<file path="src/hdl/dcc_pkg.sv">
/*
  Shared constants for the oscillator clock-source control block: APB register
  offsets, field positions, reset values and range thresholds.
  Assumes a 32-bit APB bus with word-aligned registers.
*/
package dcc_pkg;
  localparam int unsigned ADDR_W = 12;
  localparam logic [11:0] OFF_RANGE_CTRL = 12'h000;
  localparam logic [11:0] OFF_FREQ_CTRL  = 12'h004;
  localparam logic [11:0] OFF_CLK_SEL    = 12'h008;
  localparam logic [11:0] OFF_FLAGS      = 12'h00c;
  localparam logic [11:0] OFF_STATUS     = 12'h010;
  localparam logic [3:0] RANGE_RESET   = 4'h7;
  localparam logic [3:0] RANGE_DEFAULT = 4'h7;
  localparam logic [3:0] RANGE_MID     = 4'hd;
  localparam logic [3:0] RANGE_LOW_TOP = 4'hc;
  localparam logic [3:0] RANGE_MAX     = 4'hf;
  localparam logic [7:0] FREQ_RESET    = 8'h60;
  localparam logic [1:0] MSEL_RESET    = 2'h0;
  localparam int unsigned STEP_POS = 5;
  localparam int unsigned MOD_POS  = 0;
  localparam int unsigned FLAG_FAULT_POS  = 0;
  localparam int unsigned FLAG_GENOFF_POS = 1;
  localparam int unsigned SEL_MAIN_POS = 0;
  localparam int unsigned SEL_SUB_POS  = 2;
  localparam int unsigned DWELL_CYCLES = 4;
  typedef enum logic [1:0] {
    DCC_IDLE = 2'b00,
    DCC_STEP = 2'b01,
    DCC_WAIT = 2'b11
  } dcc_state_e;
endpackage

</file>
<file path="src/hdl/dcc_top.sv">
/*
  Oscillator clock-source control: APB register slave, oscillator enable and
  dc generator control, and a range sequencer that walks the range field one
  step per update toward a requested target.
  Assumes one 100 MHz APB clock and an APB master that obeys the protocol.
*/
// Local design decisions: the placing of the registers and the APB register port.
`timescale 1ns/1ps
module dcc_top #(
  parameter int unsigned DWELL = dcc_pkg::DWELL_CYCLES
) (
  input  wire logic                       pclk,
  input  wire logic                       presetn,
  input  wire logic                       psel,
  input  wire logic                       penable,
  input  wire logic                       pwrite,
  input  wire logic [dcc_pkg::ADDR_W-1:0] paddr,
  input  wire logic [31:0]                pwdata,
  output logic      [31:0]                prdata,
  output logic                            pready,
  output logic                            pslverr,
  output logic                            osc_enable,
  output logic                            osc_dc_gen_on,
  output logic                            main_clock_uses_osc,
  output logic                            subsystem_clock_uses_osc,
  output logic      [3:0]                 dco_range_value,
  output logic      [2:0]                 osc_step_field,
  output logic      [4:0]                 osc_modulation_field,
  output logic                            range_busy
);
  import dcc_pkg::*;

  typedef struct packed {
    logic [3:0]  range;
    logic [3:0]  target;
    logic [7:0]  freq;
    logic [1:0]  main_sel;
    logic        sub_sel;
    logic        fault;
    logic        gen_off;
    dcc_state_e  st;
    logic [7:0]  dwell;
    logic [31:0] rdata;
  } dcc_s;

  dcc_s s_q;
  dcc_s s_d;

  logic wr;
  logic rd;
  logic hit;

  function automatic logic main_sel_osc(input logic [1:0] sel);
    return sel[1] == 1'b0;
  endfunction

  always_comb begin
    wr  = psel & penable & pwrite;
    // Read data is captured in the setup cycle so that it stands from a flop through the access cycle.
    rd  = psel & ~penable & ~pwrite;
    hit = (paddr == OFF_RANGE_CTRL) || (paddr == OFF_FREQ_CTRL) || (paddr == OFF_CLK_SEL) ||
          (paddr == OFF_FLAGS) || (paddr == OFF_STATUS);
  end

  always_comb begin
    s_d = s_q;
    if (wr) begin
      unique case (paddr)
        OFF_RANGE_CTRL: begin
          if (s_q.st == DCC_IDLE && pwdata[3:0] != s_q.range) begin
            s_d.target = pwdata[3:0];
            s_d.st     = DCC_STEP;
          end
        end
        OFF_FREQ_CTRL: begin
          s_d.freq = pwdata[7:0];
        end
        OFF_CLK_SEL: begin
          s_d.main_sel = pwdata[SEL_MAIN_POS +: 2];
          s_d.sub_sel  = pwdata[SEL_SUB_POS];
        end
        OFF_FLAGS: begin
          s_d.fault   = pwdata[FLAG_FAULT_POS];
          s_d.gen_off = pwdata[FLAG_GENOFF_POS];
        end
        default: begin
        end
      endcase
    end
    unique case (s_q.st)
      DCC_IDLE: begin
        s_d.dwell = 8'h00;
      end
      DCC_STEP: begin
        if (s_q.range < s_q.target) begin
          s_d.range = s_q.range + 4'h1;
        end else if (s_q.range > s_q.target) begin
          s_d.range = s_q.range - 4'h1;
        end
        s_d.dwell = 8'h00;
        s_d.st    = DCC_WAIT;
      end
      DCC_WAIT: begin
        // Each step dwells so the oscillator settles before the next move.
        if (s_q.dwell >= 8'(DWELL - 1)) begin
          s_d.st = (s_q.range == s_q.target) ? DCC_IDLE : DCC_STEP;
        end else begin
          s_d.dwell = s_q.dwell + 8'h01;
        end
      end
      default: begin
        s_d.st = DCC_IDLE;
      end
    endcase
    s_d.rdata = 32'h0;
    if (rd) begin
      unique case (paddr)
        OFF_RANGE_CTRL: s_d.rdata = {28'h0, s_q.range};
        OFF_FREQ_CTRL:  s_d.rdata = {24'h0, s_q.freq};
        OFF_CLK_SEL:    s_d.rdata = {29'h0, s_q.sub_sel, s_q.main_sel};
        OFF_FLAGS:      s_d.rdata = {30'h0, s_q.gen_off, s_q.fault};
        OFF_STATUS:     s_d.rdata = {22'h0, osc_dc_gen_on, osc_enable, s_q.target, 3'h0, range_busy};
        default:        s_d.rdata = 32'h0;
      endcase
    end
  end

  always_ff @(posedge pclk or negedge presetn) begin
    if (!presetn) begin
      s_q.range    <= RANGE_RESET;
      s_q.target   <= RANGE_RESET;
      s_q.freq     <= FREQ_RESET;
      s_q.main_sel <= MSEL_RESET;
      s_q.sub_sel  <= 1'b0;
      s_q.fault    <= 1'b0;
      s_q.gen_off  <= 1'b0;
      s_q.st       <= DCC_IDLE;
      s_q.dwell    <= 8'h00;
      s_q.rdata    <= 32'h0;
    end else begin
      s_q <= s_d;
    end
  end

  always_comb begin
    main_clock_uses_osc      = main_sel_osc(s_q.main_sel);
    subsystem_clock_uses_osc = s_q.sub_sel;
    // Enable from main select or fault.
    osc_enable    = main_clock_uses_osc | s_q.fault;
    osc_dc_gen_on = ~(s_q.gen_off & ~main_clock_uses_osc & ~subsystem_clock_uses_osc & ~s_q.fault);
    dco_range_value      = s_q.range;
    osc_step_field       = s_q.freq[STEP_POS +: 3];
    osc_modulation_field = s_q.freq[MOD_POS +: 5];
    range_busy = (s_q.st != DCC_IDLE);
    prdata     = s_q.rdata;
    pready     = psel & penable;
    pslverr    = psel & penable & ~hit;
  end
endmodule // dcc_top

</file>
<file path="config.mk">
export PLATFORM = sky130hd
export DESIGN_NAME = dcc_top
export DESIGN_NICKNAME = d
export VERILOG_FILES = /design/src/hdl/dcc_pkg.sv /design/src/hdl/dcc_top.sv
export SDC_FILE = /design/constraint.sdc
export NUM_CORES = 1
export LEC_CHECK = 0
export BUFFER_PORTS_ARGS = -buffer_cell sky130_fd_sc_hd__buf_2
export CORE_MARGIN = 2
export CORE_UTILIZATION = 29
export DETAILED_ROUTE_END_ITERATION = 8
export GPL_ROUTABILITY_DRIVEN = 0
export PLACE_DENSITY = 0.6
export SYNTH_ARGS = -nofsm -noshare
export SYNTH_HDL_FRONTEND = slang
export SYNTH_SLANG_ARGS = --single-unit
</file>
<file path="constraint.sdc">
create_clock -name pclk -period 2.8 [get_ports pclk]
set_clock_uncertainty 0.2 [all_clocks]
set_input_delay 0.14 -clock pclk [delete_from_list [all_inputs] [get_ports pclk]]
set_output_delay 0.14 -clock pclk [all_outputs]
set_load 0.01 [all_outputs]
</file>
Word level (Yosys, flattened, before mapping)
Cells that the tools add are included.
{"block": "classes", "addsub": 3, "magnitude_cmp": 3, "eq_ne": 9, "muxes": 12, "bitwise": 16, "reduce_logical": 17}
{"op": "10-bit case mux with 5 select lines", "count": 1}
{"op": "12-bit by 4-bit == test with 1-bit output (second input constant)", "count": 2}
{"op": "8-bit case mux with 2 select lines", "count": 1}
{"op": "12-bit by 3-bit == test with 1-bit output (second input constant)", "count": 1}
{"op": "12-bit by 5-bit == test with 1-bit output (second input constant)", "count": 1}
{"op": "12-bit logical NOT", "count": 1}
{"op": "10-bit two-way mux", "count": 1}
{"op": "2-bit AND reduction", "count": 5}
{"op": "8-bit by 1-bit adder with 8-bit output (second input constant)", "count": 1}
{"op": "1-bit bitwise AND", "count": 8}
{"op": "8-bit by 2-bit greater-or-equal comparator with 1-bit output (second input constant)", "count": 1}
{"op": "2-bit two-way mux", "count": 4}
{"op": "4-bit two-way mux", "count": 2}
{"op": "8-bit two-way mux", "count": 1}
{"op": "1-bit inverter", "count": 7}
{"op": "2-bit case mux with 3 select lines", "count": 1}
{"op": "2-bit nonzero test", "count": 3}
{"op": "4-bit by 1-bit adder with 4-bit output (second input constant)", "count": 1}
{"op": "4-bit == test", "count": 1}
{"op": "4-bit > comparator", "count": 1}
{"op": "1-bit logical OR", "count": 4}
{"op": "4-bit < comparator", "count": 1}
{"op": "4-bit inequality test", "count": 1}
{"op": "4-bit by 1-bit subtractor with 4-bit output (second input constant)", "count": 1}
{"op": "other kinds (9)", "count": 9}
{"block": "totals", "ff_bits": 63, "word_cells": 70}

Depth between registers and ports, before layout
{"block": "depth", "depth_word": 7, "ltp_mapped": 11, "depth_no_buf": 11}

Worst setup path before layout
No wires, ideal clock.
{"block": "synth_path", "kind": "register to register", "from": "register s_q (netlist bit dco_range_value[0])", "to": "register s_q (netlist bit dco_range_value[3])", "setup_ns": 0.125, "arrival_ns": 2.415, "slack_ns": 0.059, "stages_incl_launch_ff": 12, "period_less_slack_ns": 2.741, "path_cell_list": "dfstp_2 inv_1 ha_1 inv_1 a21oi_1 o21ai_0 ha_1 a21o_1 a21oi_1 nor3b_1 mux2i_1 xnor2_1"}
{"block": "synth_between", "elab_chain_cells": 3, "elab_cells_between_ends": 8}
{"item": "start: declaration", "line": "dcc_top.sv:46", "text": "dcc_s s_q;"}
{"item": "4-bit by 1-bit subtractor with 4-bit output, or another cell as far along", "line": "dcc_top.sv:98", "text": "s_d.range = s_q.range - 4'h1;"}
{"item": "4-bit two-way mux or 2-bit nonzero test (tied branches)"}
{"item": "4-bit two-way mux or 2-bit AND reduction (tied branches)"}
Several ways; a longest one is shown, not always the timed one. The select of a mux whose other input is x is not followed.
A chain may end at the register's enable or synchronous reset.

Worst setup path after layout
Ends and elaborated chain as after synthesis.

==> impl_metrics.toml <==
[floorplanning]
die_x_um = 93.8
die_area_um2 = 8790
ios = 100
core_um2 = 7770
fp-row-count = 32
die_h_um = 93.8
start_util_pct = 30.1

[power_and_ir_drop]
seq_power_share_pct = 56.0
irDropWorstVdd_mv = 0.155
pwr_density_cell_nw_per_um2 = 391
p_leak_uw = 0.00136
clkPwrFrac_pct = 36.3
p_int_uw = 800
combPwrFrac_pct = 7.7
switching_power_uw = 259
swShare_pct = 24.4

[sta]
relSlewSlack_pct = 40.4
fin_tns_setup_ns = 0
rsz0062_at_grt = "no"
post-route-period-util_pct = 93.1
setup_viol_count_final = 0
hold_violations = 0
worstMarginPinSlew_ns = 0.895
fmax_ghz = 0.384
slew_violations = 0
fin_ws_ns = 0.194
post-route-min-period_ns = 2.61

[final_layout]
antenna_cells = 0
mostFrequentLayoutCells = "buf_2 (53), dfrtp_1 (33), conb_1 (22), mux2_1 (15), dlygate4sd3_1 (13)"
final_common_cell = "buf_2"
seq_area_um2 = 1040
multi_input_area_um2 = 996
design_area_um2 = 2710
nets = 321
fillers = 805
final_layout_size_suffix_gt1_share_pct = 32.5
synthToLayoutAreaGrowth_pct = 15.9

[global_route]
grt_use_total_pct = 10.9
grt_pass1_wl_um = 7510
grt_start_max_net_pins = 42
overflow = 0
grt_pass1_vias = 1561
antenna_found_initial = 0

[clock_network]
cts-resized-gates = 0
cts.sinks = 41
cts_made_buffers = 5
cts_tree = "yes"
clock_path_buffers = 2
insertion_delay_ns = 0.29
h-tree-depth = 2
clk_pin_slew_ns = 0.08
cts_root_buffer = "clkbuf_8"

[placed_design]
dp_hpwl_um = 3540
placed_area_um2 = 2490
numPortBuffers = 53
place_ws_ns = 0.194

[routing]
route.antenna.remaining_nets = 0
vias_per_cell = 4.29
vias = 1576
drt-total-wl_um = 4550
drtPass1Iterations = 4
routedWlPerCell_um = 12.4
route.detailed.drc = 0
drt_iter0_drc = 64

[setup_path]
setup.worst_path.start_class = "flip-flop"
end_kind = "flip-flop"
cp.required_ns = 2.79
crit_type = "reg2reg"
critical_path_arrival_ns = 2.59
r2r_setup_slack_ns = 0.19
cp_max_fo = 6

[run_status]
status = "finished, final reports clean"

[yosys]
syn_area_per_cell_um2 = 10.9
synth_cell_types = 41
ys_async_sr_fraction_pct = 100
synthFlopType = "dfrtp_1"
postSynthCellCount = 214
ys_warn_count = 0
yosysSeqAreaShare_pct = 44.3
synth_area_um2 = 2340
synth_edf_count = 0
synth_seq_cells = 41

[hold_path]
hp-class = "in2reg"

[flow_run]
cap_violations = 0
final timing paths:
check / cells past startpoint / from / endpoint
min in group asynchronous: 2 / presetn / s_q[41]
worst max-delay path: 11 / dco_range_value[0] / dco_range_value[3]
worst min register to register: 1 / s_q[34] / s_q[34]
worst max register to register: 11 / dco_range_value[0] / dco_range_value[3]
max in group asynchronous: 2 / presetn / prdata[0]
worst min-delay path: 4 / paddr[1] / prdata[2]
area by class of cell:
| class | count | share of cell area (%) |
|---|---|---|
| Sequential cell | 41 | 38.3 |
| Multi-Input combinational cell | 137 | 36.8 |
| Timing Repair Buffer | 70 | 15.7 |
| Tap cell | 102 | 4.72 |
| Clock buffer | 6 | 2.68 |
| Inverter | 9 | 1.25 |
| Clock inverter | 2 | 0.555 |
metal layers:
layer | track usage, % | routed length, um
met2 | 17.9 | 2210
met1 | 14.1 | 2080
met5 | 0 | 0
met4 | 3.86 | 85
met3 | 2.49 | 182
what timing repair did:
action / CTS / global route
setup buffers: 0 / 0
hold buffers: 13 / 0
endpoints found under the hold margin: 54 / 0
through the flow:
| stage | utilization, % | power [uW] | hold slack [ns] | std cells |
|---|---|---|---|---|
| floorplan | - | 658 | -0.356 | 235 |
| global placement | 32.0 | 672 | 0.122 | 346 |
| detailed placement | 32.0 | 672 | 0.125 | 346 |
| CTS | 34.8 | 1070 | 0.00626 | 367 |
| global route | 34.8 | 1120 | 0.0362 | 367 |
| finish | 34.8 | 1060 | 0.0170 | 367 |
power groups by stage:
stage	clock (uW)	sequential [uW]	combinational (uW)
finish	385	593	81.2
global route	430	593	92.6
CTS	400	593	81.9
detailed placement	0	604	68.1
global placement	0	604	67.7
floorplan	0	604	54.2
sequential cells by signal (all words and copies together) (netlist names):
register	count
s_q	18
prdata	10
osc_modulation_field	5
osc_step_field	3
subsystem_clock_uses_osc	1
dco_range_value	4
kinds of logic after synthesis:
| kind of cell | after synthesis | synth area share (%) |
|---|---|---|
| multiplexers | 24 | 12.4 |
| adder cells (fa/ha/maj) | 8 | 4.61 |
| other | 1 | 0.161 |
| flip-flops | 41 | 44.3 |
| AND/OR/NAND/NOR | 58 | 14.5 |
| buffers and inverters | 57 | 16.4 |
| XOR/XNOR | 8 | 3.00 |
| AO/OA/AOI/OAI | 17 | 4.66 |
worst max-delay path: stages, from the launching register on:
cell	delay, ns
dfstp_2	0.62
inv_1	0.09
ha_1	0.19
inv_1	0.05
a21oi_1	0.06
o21ai_0	0.22
ha_1	0.28
a21o_1	0.17
a21oi_1	0.18
nor3b_1	0.20
mux2i_1	0.11
xnor2_1	0.13
cells in the mapped netlist, drive strengths merged, types with 2 or more instances:
cell	number	area, um2
buf	45	338
dfrtp	33	826
mux2	19	214
nor2	12	47.6
nand2	11	41.3
and2	9	56.3
inv	9	33.8
dfstp	8	210
ha	7	87.6
nor4	6	50.0
a22oi	5	37.5
xor2	5	43.8
a21oi	4	20.0
and3	3	18.8
clkbuf	3	11.3
mux2i	3	30.0
nand2b	3	18.8
nor3	3	26.3
o21ai	3	15.0
xnor2	3	26.3
mux4	2	45.0
nor3b	2	15.0
or2	2	12.5
or4	2	18.8
No activity file was read; power rests on OpenSTA's default activity.
